[src/hdl/ssc_pkg.sv]
package ssc_pkg;
  // ******************************************************
  // Timing
  // ******************************************************
  localparam int CLK_KHZ     = 25000;                                  // System clock rate
  localparam int BUS_MAX_KHZ = 400;                                    // Fastest legal bus clock
  localparam int QTR_CYC     = (CLK_KHZ + 4 * BUS_MAX_KHZ - 1) / (4 * BUS_MAX_KHZ); // Quarter bit, rounded up
  localparam int FILT_LEN    = 3;                                      // Equal samples before a level is believed

  // ******************************************************
  // Device addresses and sub addresses
  // ******************************************************
  localparam logic [7:0] ADDR_WR         = 8'h12;
  localparam logic [7:0] ADDR_RD         = 8'h13;
  localparam logic [7:0] SUB_SHIP_ARM    = 8'h07;
  localparam logic [7:0] SUB_SHIP_DISARM = 8'h06;
  localparam logic [7:0] SHIP_FILL       = 8'h00;                      // Value is ignored by the device

  // ******************************************************
  // Types
  // ******************************************************
  typedef enum logic [1:0] {
    SSC_OP_WRITE = 2'h0,                                               // Sub address then data
    SSC_OP_POINT = 2'h1,                                               // Sub address only
    SSC_OP_READ  = 2'h2,                                               // One byte from the pointer
    SSC_OP_SHIP  = 2'h3                                                // data[0]=1 arm, 0 disarm
  } ssc_op_t;

  typedef enum logic [3:0] {
    ST_IDLE  = 4'b0001,
    ST_START = 4'b0010,
    ST_XFER  = 4'b0100,
    ST_STOP  = 4'b1000
  } ssc_state_t;

  typedef struct packed {
    ssc_op_t    op;
    logic [7:0] sub;
    logic [7:0] data;
  } ssc_cmd_t;

  typedef struct packed {
    logic       nack;
    logic [7:0] data;
  } ssc_rsp_t;
endpackage

[src/hdl/ssc_line_filt.sv]
module ssc_line_filt (
  input  wire logic sys_clk, // System clock
  input  wire logic arst_n,  // Asynchronous reset, active low
  input  wire logic raw,     // Line level as seen on the pin
  output logic      clean    // Synchronised, deglitched level
);
  import ssc_pkg::*;

  localparam logic [1:0] RUN_MAX = 2'(FILT_LEN - 1);

  logic       meta;
  logic       sync;
  logic [1:0] run_cnt;
  logic [1:0] next_run_cnt;
  logic       next_clean;

  // Accept a new level only after it has held for several samples
  always_comb begin
    next_run_cnt = 2'h0;
    next_clean   = clean;
    if (sync != clean) begin
      if (run_cnt == RUN_MAX) begin
        next_clean = sync;
      end else begin
        next_run_cnt = run_cnt + 2'h1;
      end
    end
  end

  // Idle bus is high, so every stage resets high
  always_ff @(posedge sys_clk or negedge arst_n) begin
    if (!arst_n) begin
      meta    <= 1'b1;
      sync    <= 1'b1;
      run_cnt <= 2'h0;
      clean   <= 1'b1;
    end else begin
      meta    <= raw;
      sync    <= meta;
      run_cnt <= next_run_cnt;
      clean   <= next_clean;
    end
  end
endmodule

[src/hdl/ssc_master.sv]
// Function
// - Shipping commands always carry a whole byte and its acknowledge clock; the code goes to STOP right after the acknowledge clock of a refused frame.
// - Bus clock never exceeds 400 kHz.
// - START: data falls while clock is high, made by the master only.
// - STOP: data rises while clock is high, made by the master only.
// - Each frame is eight bits plus one acknowledge clock.
// - Bits go most significant first in both directions.
// - Transmitter drives data bits; receiver drives the acknowledge bit.
// - Master opens every transaction with START and makes every clock edge.
// - Reads swap roles after the address frame; writes keep the master sending.
// - Lines rest high; data and clock are only released or pulled low.
module ssc_master (
  input  wire logic               sys_clk,   // 25 MHz system clock
  input  wire logic               arst_n,    // Asynchronous reset, active low
  input  wire logic               cmd_valid, // Command offered
  output logic                    cmd_ready, // Command taken when both high
  input  wire ssc_pkg::ssc_cmd_t  cmd,       // Operation, sub address, data
  output logic                    rsp_valid, // One-cycle pulse, transaction done
  output ssc_pkg::ssc_rsp_t       rsp,       // Refusal flag and read byte
  output logic                    scl_o,     // Clock pin drive value, always low
  output logic                    scl_oe,    // High while pulling the clock low
  input  wire logic               scl_i,     // Clock pin level
  output logic                    sda_o,     // Data pin drive value, always low
  output logic                    sda_oe,    // High while pulling data low
  input  wire logic               sda_i      // Data pin level
);
  import ssc_pkg::*;

  // ******************************************************
  // Helpers
  // ******************************************************
  // Byte sent at each frame position of a transaction
  function automatic logic [7:0] frame_byte(input ssc_cmd_t c, input logic [1:0] idx);
    logic [7:0] b;
    b = SHIP_FILL;
    if (idx == 2'd0) begin
      b = (c.op == SSC_OP_READ) ? ADDR_RD : ADDR_WR;
    end else if (idx == 2'd1) begin
      b = c.sub;
      if (c.op == SSC_OP_SHIP) begin
        b = c.data[0] ? SUB_SHIP_ARM : SUB_SHIP_DISARM;
      end
    end else if (c.op != SSC_OP_SHIP) begin
      b = c.data;
    end
    return b;
  endfunction

  // Index of the final frame; ship commands send the data byte unless an earlier frame is refused
  function automatic logic [1:0] last_idx(input ssc_op_t op);
    logic [1:0] l;
    l = 2'd1;
    if (op == SSC_OP_WRITE || op == SSC_OP_SHIP) begin
      l = 2'd2;
    end
    return l;
  endfunction

  // ******************************************************
  // Quarter-bit timebase and input filtering
  // ******************************************************
  ssc_state_t state;
  logic       tick;
  logic       sda_in;

  ssc_qtr_div u_div (
    .sys_clk (sys_clk),
    .arst_n  (arst_n),
    .run     (state != ST_IDLE),
    .tick    (tick)
  );

  // Clock is not filtered: the device never stretches, so it is not watched
  ssc_line_filt u_sda_filt (
    .sys_clk (sys_clk),
    .arst_n  (arst_n),
    .raw     (sda_i),
    .clean   (sda_in)
  );

  // ******************************************************
  // Transaction sequencer
  // ******************************************************
  ssc_state_t next_state;
  logic [1:0] q;
  logic [1:0] next_q;
  logic [3:0] bitn;
  logic [3:0] next_bitn;
  logic [1:0] bidx;
  logic [1:0] next_bidx;
  ssc_cmd_t   cur;
  ssc_cmd_t   next_cur;
  logic [7:0] shreg;
  logic [7:0] next_shreg;
  logic       nack;
  logic       next_nack;
  logic       scl_pull;
  logic       next_scl_pull;
  logic       sda_pull;
  logic       next_sda_pull;
  logic       next_rsp_valid;
  ssc_rsp_t   next_rsp;
  logic       rd_byte;

  assign rd_byte   = (cur.op == SSC_OP_READ) && (bidx == 2'd1);
  assign cmd_ready = (state == ST_IDLE);

  // Pin levels for quarter q+1 are set on the tick that ends quarter q
  always_comb begin
    next_state     = state;
    next_q         = q;
    next_bitn      = bitn;
    next_bidx      = bidx;
    next_cur       = cur;
    next_shreg     = shreg;
    next_nack      = nack;
    next_scl_pull  = scl_pull;
    next_sda_pull  = sda_pull;
    next_rsp_valid = 1'b0;
    next_rsp       = rsp;
    case (state)
      ST_IDLE: begin
        next_scl_pull = 1'b0;
        next_sda_pull = 1'b0;
        if (cmd_valid) begin
          next_cur   = cmd;
          next_state = ST_START;
          next_q     = 2'd0;
          next_nack  = 1'b0;
          next_bidx  = 2'd0;
        end
      end
      ST_START: begin
        if (tick) begin
          next_q = q + 2'd1;
          if (q == 2'd2) begin
            next_sda_pull = 1'b1;
          end
          if (q == 2'd3) begin
            next_state    = ST_XFER;
            next_bitn     = 4'd0;
            next_shreg    = frame_byte(cur, 2'd0);
            next_scl_pull = 1'b1;
          end
        end
      end
      ST_XFER: begin
        if (tick) begin
          next_q = q + 2'd1;
          if (q == 2'd0) begin
            // Data only moves while the clock is held low
            if (bitn < 4'd8) begin
              next_sda_pull = !rd_byte && !shreg[7];
            end else begin
              next_sda_pull = 1'b0;
            end
          end
          if (q == 2'd1) begin
            next_scl_pull = 1'b0;
          end
          if (q == 2'd3) begin
            next_scl_pull = 1'b1;
            if (bitn < 4'd8) begin
              next_shreg = {shreg[6:0], sda_in};
              next_bitn  = bitn + 4'd1;
            end else if (!rd_byte && sda_in) begin
              next_nack  = 1'b1;
              next_state = ST_STOP;
            end else if (bidx == last_idx(cur.op)) begin
              next_state = ST_STOP;
            end else begin
              next_bidx  = bidx + 2'd1;
              next_bitn  = 4'd0;
              next_shreg = frame_byte(cur, bidx + 2'd1);
            end
          end
        end
      end
      ST_STOP: begin
        if (tick) begin
          next_q = q + 2'd1;
          if (q == 2'd0) begin
            next_sda_pull = 1'b1;
          end
          if (q == 2'd1) begin
            next_scl_pull = 1'b0;
          end
          if (q == 2'd2) begin
            next_sda_pull = 1'b0;
          end
          if (q == 2'd3) begin
            next_state     = ST_IDLE;
            next_rsp_valid = 1'b1;
            next_rsp.nack  = nack;
            next_rsp.data  = (cur.op == SSC_OP_READ) ? shreg : 8'h00;
          end
        end
      end
      default: begin
        next_state    = ST_IDLE;
        next_scl_pull = 1'b0;
        next_sda_pull = 1'b0;
      end
    endcase
  end

  always_ff @(posedge sys_clk or negedge arst_n) begin
    if (!arst_n) begin
      state     <= ST_IDLE;
      q         <= 2'd0;
      bitn      <= 4'd0;
      bidx      <= 2'd0;
      cur       <= '0;
      shreg     <= 8'h00;
      nack      <= 1'b0;
      scl_pull  <= 1'b0;
      sda_pull  <= 1'b0;
      rsp_valid <= 1'b0;
      rsp       <= '0;
    end else begin
      state     <= next_state;
      q         <= next_q;
      bitn      <= next_bitn;
      bidx      <= next_bidx;
      cur       <= next_cur;
      shreg     <= next_shreg;
      nack      <= next_nack;
      scl_pull  <= next_scl_pull;
      sda_pull  <= next_sda_pull;
      rsp_valid <= next_rsp_valid;
      rsp       <= next_rsp;
    end
  end

  // Open-drain: a pin is only ever pulled low or let go
  assign scl_o  = 1'b0;
  assign sda_o  = 1'b0;
  assign scl_oe = scl_pull;
  assign sda_oe = sda_pull;

  // ******************************************************
  // Checks
  // ******************************************************
  localparam int SCL_MIN_HOLD = 2 * QTR_CYC - 1;

  logic [7:0] scl_hold;
  logic [7:0] tx_byte;
  logic       tx_bit;

  // Expected bit rebuilt from the command, so a wrong shift direction is caught
  assign tx_byte = frame_byte(cur, bidx);
  assign tx_bit  = tx_byte[3'(4'd7 - bitn)];

  // Cycles since the clock drive last changed, saturating
  always_ff @(posedge sys_clk or negedge arst_n) begin
    if (!arst_n) begin
      scl_hold <= 8'h00;
    end else if (scl_oe != next_scl_pull) begin
      scl_hold <= 8'h00;
    end else if (scl_hold != 8'hff) begin
      scl_hold <= scl_hold + 8'h01;
    end
  end

  AST_SCL_RATE: assert property (@(posedge sys_clk) disable iff (!arst_n)
    (scl_oe != $past(scl_oe)) |-> ($past(scl_hold) >= 8'(SCL_MIN_HOLD)))
    else $error("Clock phase shorter than half a 400 kHz period");

  AST_START_ONLY: assert property (@(posedge sys_clk) disable iff (!arst_n)
    ($rose(sda_oe) && !scl_oe) |-> (state == ST_START) && (q == 2'd3))
    else $error("Data fell with clock high outside a START");

  AST_STOP_ONLY: assert property (@(posedge sys_clk) disable iff (!arst_n)
    ($fell(sda_oe) && !scl_oe) |-> (state == ST_STOP) && (q == 2'd3))
    else $error("Data rose with clock high outside a STOP");

  AST_MSB_FIRST: assert property (@(posedge sys_clk) disable iff (!arst_n)
    (state == ST_XFER && tick && q == 2'd0 && bitn < 4'd8 && !rd_byte) |=> (sda_oe == !$past(tx_bit)))
    else $error("Transmitted bit is not the current most significant bit");

  AST_BIT_STEP: assert property (@(posedge sys_clk) disable iff (!arst_n)
    (state == ST_XFER && tick && q == 2'd3 && bitn < 4'd8) |=> (bitn == $past(bitn) + 4'd1) && scl_oe)
    else $error("Frame bit count did not advance by one");

  AST_ACK_RELEASE: assert property (@(posedge sys_clk) disable iff (!arst_n)
    (state == ST_XFER && bitn == 4'd8 && q >= 2'd2) |-> !sda_oe)
    else $error("Data line held during the acknowledge clock");

  AST_READ_RELEASE: assert property (@(posedge sys_clk) disable iff (!arst_n)
    (state == ST_XFER && rd_byte && q >= 2'd2) |-> !sda_oe)
    else $error("Data line held while the device sends");

  AST_SHIP_WHOLE: assert property (@(posedge sys_clk) disable iff (!arst_n)
    ($rose(state == ST_STOP) && cur.op == SSC_OP_SHIP && !nack) |-> (bidx == 2'd2) && $past(bitn == 4'd8))
    else $error("Ship command stopped before its full data byte");

  AST_OPEN_START: assert property (@(posedge sys_clk) disable iff (!arst_n)
    (cmd_valid && cmd_ready) |=> (state == ST_START) && !scl_oe ##1 !sda_oe)
    else $error("Accepted command did not open with a START");

  AST_DONE_PULSE: assert property (@(posedge sys_clk) disable iff (!arst_n)
    rsp_valid |-> (state == ST_IDLE) && !scl_oe && !sda_oe ##1 !rsp_valid)
    else $error("Response pulse without a released bus");
endmodule

[src/hdl/ssc_qtr_div.sv]
module ssc_qtr_div (
  input  wire logic sys_clk, // System clock
  input  wire logic arst_n,  // Asynchronous reset, active low
  input  wire logic run,     // Count while high, hold at zero otherwise
  output logic      tick     // One-cycle pulse per quarter bit
);
  import ssc_pkg::*;

  localparam logic [4:0] LAST = 5'(QTR_CYC - 1);

  logic [4:0] cnt;
  logic [4:0] next_cnt;

  // Restart from zero so the first quarter of a transaction is full length
  always_comb begin
    next_cnt = cnt;
    if (!run || cnt == LAST) begin
      next_cnt = 5'h00;
    end else begin
      next_cnt = cnt + 5'h01;
    end
  end

  always_ff @(posedge sys_clk or negedge arst_n) begin
    if (!arst_n) begin
      cnt <= 5'h00;
    end else begin
      cnt <= next_cnt;
    end
  end

  assign tick = run && (cnt == LAST);
endmodule

[config.mk]
export PLATFORM = sky130hd
export DESIGN_NAME = ssc_master
export DESIGN_NICKNAME = d
export VERILOG_FILES = /design/src/hdl/ssc_pkg.sv /design/src/hdl/ssc_line_filt.sv /design/src/hdl/ssc_master.sv /design/src/hdl/ssc_qtr_div.sv
export SDC_FILE = /design/constraint.sdc
export NUM_CORES = 1
export LEC_CHECK = 0
export CORE_ASPECT_RATIO = 1.4
export CORE_MARGIN = 8
export CORE_UTILIZATION = 50
export CTS_CLUSTER_SIZE = 40
export DETAILED_ROUTE_END_ITERATION = 8
export DONT_BUFFER_PORTS = 1
export PLACE_DENSITY = 0.69
export SLEW_MARGIN = 40
export SYNTH_ARGS = -nofsm -noshare
export SYNTH_HDL_FRONTEND = slang
export SYNTH_SLANG_ARGS = --single-unit
[constraint.sdc]
create_clock -name sys_clk -period 2.8 [get_ports sys_clk]
set_clock_uncertainty 0.2 [all_clocks]
set_input_delay 0.14 -clock sys_clk [delete_from_list [all_inputs] [get_ports sys_clk]]
set_output_delay 0.14 -clock sys_clk [all_outputs]
set_load 0.005 [all_outputs]
== After elaboration in Yosys (flattened, before gate mapping) ==
Index checks and enable logic that the tools add are counted.

* Bits in registers: 61
* Output and inout port bits: 15

* $add $sub $neg: 5
* Magnitude comparators: 1
* Multiplexer cells: 77
* Reduce and logical (&&, ||, !) cells: 26
* Equal/unequal tests: 35

{| class="wikitable"
|+ Operators with widths
! kind !! number
|-
| 8-bit 2-to-1 mux || 12
|-
| 4-bit 2-to-1 mux || 17
|-
| 2-bit 2-to-1 mux || 15
|-
| 2-bit inequality test, second input constant || 14
|-
| 1-bit 2-to-1 mux || 24
|-
| 4-bit case mux with 4 select lines || 1
|-
| 8-bit case mux with 2 select lines || 1
|-
| 7-bit AND reduction || 2
|-
| 3-bit inequality test, second input constant || 4
|-
| 6-bit AND reduction || 2
|-
| 2-bit == test, second input constant || 5
|-
| 9-bit AND reduction || 1
|-
| 2-bit case mux with 2 select lines || 2
|-
| 4-bit case mux with 2 select lines || 1
|-
| 2-bit by 1-bit adder with 2-bit output, second input constant || 3
|-
| 2-bit by 1-bit == test with 1-bit output, second input constant || 3
|-
| 2-bit zero test || 3
|-
| 1-bit case mux with 3 select lines || 2
|-
| 3-bit AND reduction || 2
|-
| 2-bit nonzero test || 3
|-
| 5-bit by 1-bit adder with 5-bit output, second input constant || 1
|-
| 5-bit by 4-bit == test with 1-bit output, second input constant || 1
|-
| 5-bit 2-to-1 mux || 1
|-
| 4-bit by 1-bit adder with 4-bit output, second input constant || 1
|-
| other kinds (16) || 23
|}

== Depth between registers and ports, before layout ==
* Depth in word-level cells: 16
* Gate-level depth with buffers: 10

== Hierarchy ==
From an unflattened synthesis, not the netlist that was laid out.

* Cell total of the unflattened synthesis: 277
* Area, all modules: 3060.4 µm²

{| class="wikitable"
|+ Modules (own cells, without submodules)
! module !! cells each !! instances !! area each (µm²)
|-
| ssc_master || 246 || 1 || 2647.5
|-
| ssc_qtr_div || 21 || 1 || 234.0
|-
| ssc_line_filt || 10 || 1 || 178.9
|}

== Worst setup path after synthesis ==
No wires, ideal clock.

* Kind: register -> register
* From: register u_div.cnt[0]
* To: register rsp[3] (netlist name)
* Cell stages (with the launch flop): 11
* Setup slack: 0.479 ns
* Data arrival time: 1.985 ns
* Cells stage by stage: dfrtp_1 ha_1 and3_1 ha_1 buf_2 nand2_1 or4_1 clkbuf_1 clkbuf_1 nand2_1 o21ai_0

* Cells in the longest elaborated chain, start to end: 3

{| class="wikitable"
|+ RTL lines
! what !! RTL line !! source
|-
| start, declared || ssc_qtr_div.sv:11 || <nowiki>logic [4:0] cnt;</nowiki>
|-
| start signal, assigned || ssc_qtr_div.sv:28 || <nowiki>cnt <= next_cnt;</nowiki>
|-
| 5-bit by 4-bit == test with 1-bit output || ssc_qtr_div.sv:32 || <nowiki>assign tick = run && (cnt == LAST);</nowiki>
|-
| 1-bit logical AND || ssc_qtr_div.sv:32 ||
|-
| 3-bit AND reduction (no source line) || - ||
|-
| end signal, assigned || ssc_master.sv:231 || <nowiki>rsp <= next_rsp;</nowiki>
|-
| end, declared || ssc_master.sv:19 || <nowiki>output ssc_pkg::ssc_rsp_t rsp,</nowiki>
|}

No other way between the ends.
A chain may end at the register's enable or synchronous reset.

== Worst setup path after layout ==
* From: register state[2]
* To: register shreg[4]

* Cells in the longest elaborated chain, start to end: 4

{| class="wikitable"
|+ RTL lines
! what !! RTL line !! source
|-
| start, declared || ssc_master.sv:62 || <nowiki>ssc_state_t state;</nowiki>
|-
| start signal, assigned || ssc_master.sv:221 || <nowiki>state <= next_state;</nowiki>
|-
| 4-bit by 1-bit inequality test with 1-bit output || ssc_master.sv:69 || <nowiki>.run (state != ST_IDLE),</nowiki>
|-
| 1-bit logical AND || ssc_qtr_div.sv:32 ||
|-
| 2-bit inequality test (no source line) || - ||
|-
| 7-bit AND reduction (no source line) || - ||
|-
| end signal, assigned || ssc_master.sv:226 || <nowiki>shreg <= next_shreg;</nowiki>
|-
| end, declared || ssc_master.sv:93 || <nowiki>logic [7:0] shreg;</nowiki>
|}

Several ways; a longest one is shown, not always the timed one.

==> summary.md <==
| Metric | Value |
|---|---|
| Area delta synth->final | `15.9%` |
| CTS clock-pin slew for the worst setup and hold paths | `0.07 ns` |
| Share of layout cells above drive strength 1 | `19.3%` |
| Core Area | `6130 um^2` |
| Worst vdd ir | `0.650 mV` |
| # IOs | `38` |
| TritonCTS clock tree | `done` |
| Rel. slew slack | `63.1%` |
| Starting density of the core | `51.1%` |
| Register area share after synthesis | `49.0%` |
| Fillcell total | `514` |
| Gates resized, CTS repair | `0` |
| First-pass GRT wire length | `10.6 mm` |
| Crit path capture type | `register` |
| Pins over their slew limit | `0` |
| Critical path peak fanout | `14` |
| Reg2Reg Depth | `5` |
| Row count | `34` |
| Congestion Overflow GR | `0` |
| Startpoint class of the critical path | `register` |
| Mapped Cells | `296` |
| GP Congestion | `0.874` |
| R2R Path End | `shreg[4]` |
| GR Util All Layers | `14.3%` |
| Critical Path Slowest Stage Cell | `dfrtp_1` |
| Seq cells post-synth | `61` |
| Vias | `2171` |
| RSZ-0062 raised after global routing | `false` |
| Drc violations | `0` |
| Commonest non-fill, non-tap cell in the layout | `dfrtp_1` |
| Syn Area/Cell | `10.6 um^2` |
| Initial antenna violation count | `0` |
| Worst Tran Pin Value | `0.554 ns` |
| Root Buffer | `clkbuf_8` |
| Skew-Pair Late Insertion Delay | `0.34 ns` |
| Longest Clk Path Bufs | `2` |
| Cell family with most CP delay | `compound AO/OA/AOI/OAI gates` |
| CTS Buf Count | `9` |
| FF-to-FF setup slack | `0.33 ns` |
| WP buf/inv | `0` |
| EDFF count, synth | `0` |
| Arrival time at the worst endpoint | `2.49 ns` |
| ANT cells | `0` |
| H-Tree Depth | `3` |
| Post-DP HPWL | `4.18 mm` |
| FF+latch area | `1530 um^2` |
| Crit path cell chain | `and2b_1 -> nand2_1 -> a22o_1 -> a211o_1 -> mux2_4` |
| Largest net degree at the start of global routing | `62` |
| Max cap viols | `0` |
| Synth warnings | `0` |
| LEAKAGE | `0.00174 uW` |
| Final-stage net count | `356` |
| Status | `finished clean` |
| WL/cell | `15.4 um` |
| Final Critical Period | `2.47 ns` |
| F_max | `0.405 GHz` |
| Worst setup path category | `register to register` |
| Pwr Density | `806 nW/um^2` |
| Commonest non-fill, non-tap cells in the layout | `dfrtp_1, nand2_1, mux2_2` |
| Final worst path period share | `88.1%` |
| WL final | `6.12 mm` |
| Hold Path Class | `input pin to asynchronous set/reset pin` |
| Hold Vio Cnt, Final | `0` |
| Vias in the first global route | `2209` |
| Die Area | `9080 um^2` |
| Synth Flop Type | `dfrtp_1` |
| I/O Buffers | `0` |
| Reg-to-reg startpoint | `state[2]` |
| Initial DRC count | `124` |
| Post-synthesis cell type count | `43` |
| Min Hold Slack | `0.110 ns` |
| Setup violations, final | `0` |
| Req. time, crit path | `2.82 ns` |
| Antenna-violating nets left | `0` |
| DR pass1 iterations | `4` |
| Die height | `110 um` |
| Largest stage delay, worst path | `0.54 ns` |
| FFs w/ async S/R, synth | `100%` |
| Vias per cell | `5.45` |
| Setup bufs post-CTS | `0` |
| Sum Neg Setup Slack | `0 ns` |
| Die X | `82.8 um` |
| # clock sinks | `61` |
| Footprint of the multi-input gates | `1470 um^2` |
| Mapped Area | `3130 um^2` |
## report_power, final
| group | internal, uW | switching, uW |
|---|---|---|
| clock | 413 | 366 |
| combinational | 438 | 437 |
| sequential | 1100 | 166 |
## how the worst max path moves through the flow
stage	to	start	slack (ns)	depth (start not counted)
CTS	shreg[4]	state[2]	0.33	5
global placement	shreg[5]	cur[16]	0.37	7
floorplan	rsp[3]	u_div.cnt[0]	0.48	10
global route	shreg[6]	cur[16]	0.20	7
detailed placement	shreg[4]	state[2]	0.35	5
finish	shreg[4]	state[2]	0.33	5
## final cells by class
type | count | share of cell area (%)
multi-input combinational | 208 | 40.5
tap | 72 | 2.48
timing repair buffer | 29 | 8.01
sequential | 61 | 42.2
clock inverter | 7 | 2.07
inverter | 12 | 1.24
clock buffer | 9 | 3.42
## Yosys cell counts, drive strengths merged, types with 4 or more instances
library cell | number | share of area (%)
a21oi | 14 | 2.2
a22o | 4 | 1.1
buf | 9 | 1.9
clkbuf | 7 | 0.84
dfrtp | 57 | 46
dfstp | 4 | 3.4
ha | 12 | 4.8
inv | 12 | 1.4
mux2 | 33 | 13
mux2i | 5 | 1.6
nand2 | 29 | 3.5
nand2b | 5 | 1.0
nand3 | 7 | 1.1
nor2 | 21 | 2.5
nor2b | 8 | 1.6
o21ai | 25 | 4.0
o31ai | 5 | 1.2
## through the flow
stage | total power [uW] | util (%) | instances | setup slack (ns) | cell area, um^2
after floorplan | 1920 | - | 297 | 0.479 | 3130
after global placement | 2070 | 52.1 | 360 | 0.373 | 3190
after detailed placement | 2110 | 52.1 | 360 | 0.353 | 3190
after CTS | 2940 | 59.2 | 398 | 0.329 | 3630
after global routing | 3140 | 59.2 | 398 | 0.201 | 3630
final | 2920 | 59.2 | 398 | 0.334 | 3630
## registers in the layout, indices dropped and copies added (netlist names), 4 cells and up
name / cells
bitn: 4
rsp: 9
u_div.cnt: 5
state: 4
cur: 18
shreg: 8
## cell families (layout without fill, tap and decap cells)
logic type / after synthesis / after routing / share of synthesized area [%]
flops: 61 / 61 / 49.0
simple gates: 91 / 91 / 14.9
other cells: 1 / 2 / 0.120
buf+inv: 28 / 57 / 4.16
compound gates: 60 / 60 / 11.4
fa+ha+maj: 12 / 12 / 4.80
xor+xnor: 5 / 5 / 1.40
mux: 38 / 38 / 14.2
## worst reg2reg max path, cell delays in order (launching register included)
cell	delay, ns
dfrtp_1	0.54
and2b_1	0.37
nand2_1	0.13
a22o_1	0.22
a211o_1	0.51
mux2_4	0.39
## metal layers
metal,vias to the layer above,GRT usage (%),routed length (um),part of all wire (%)
met2,39,23.8,3040,50
met3,10,4.37,253,4.1
met5,-,0,0,0
met1,1048,16.6,2720,44
met4,0,6.55,107,1.7
li1,1074,-,-,-
## what timing repair did
action                     in CTS  in global routing
hold endpoints to repair       84                  0
setup endpoints to repair       0                  0
hold buffers                   22                  0
Note: power is estimated with default switching activity, not from simulation.
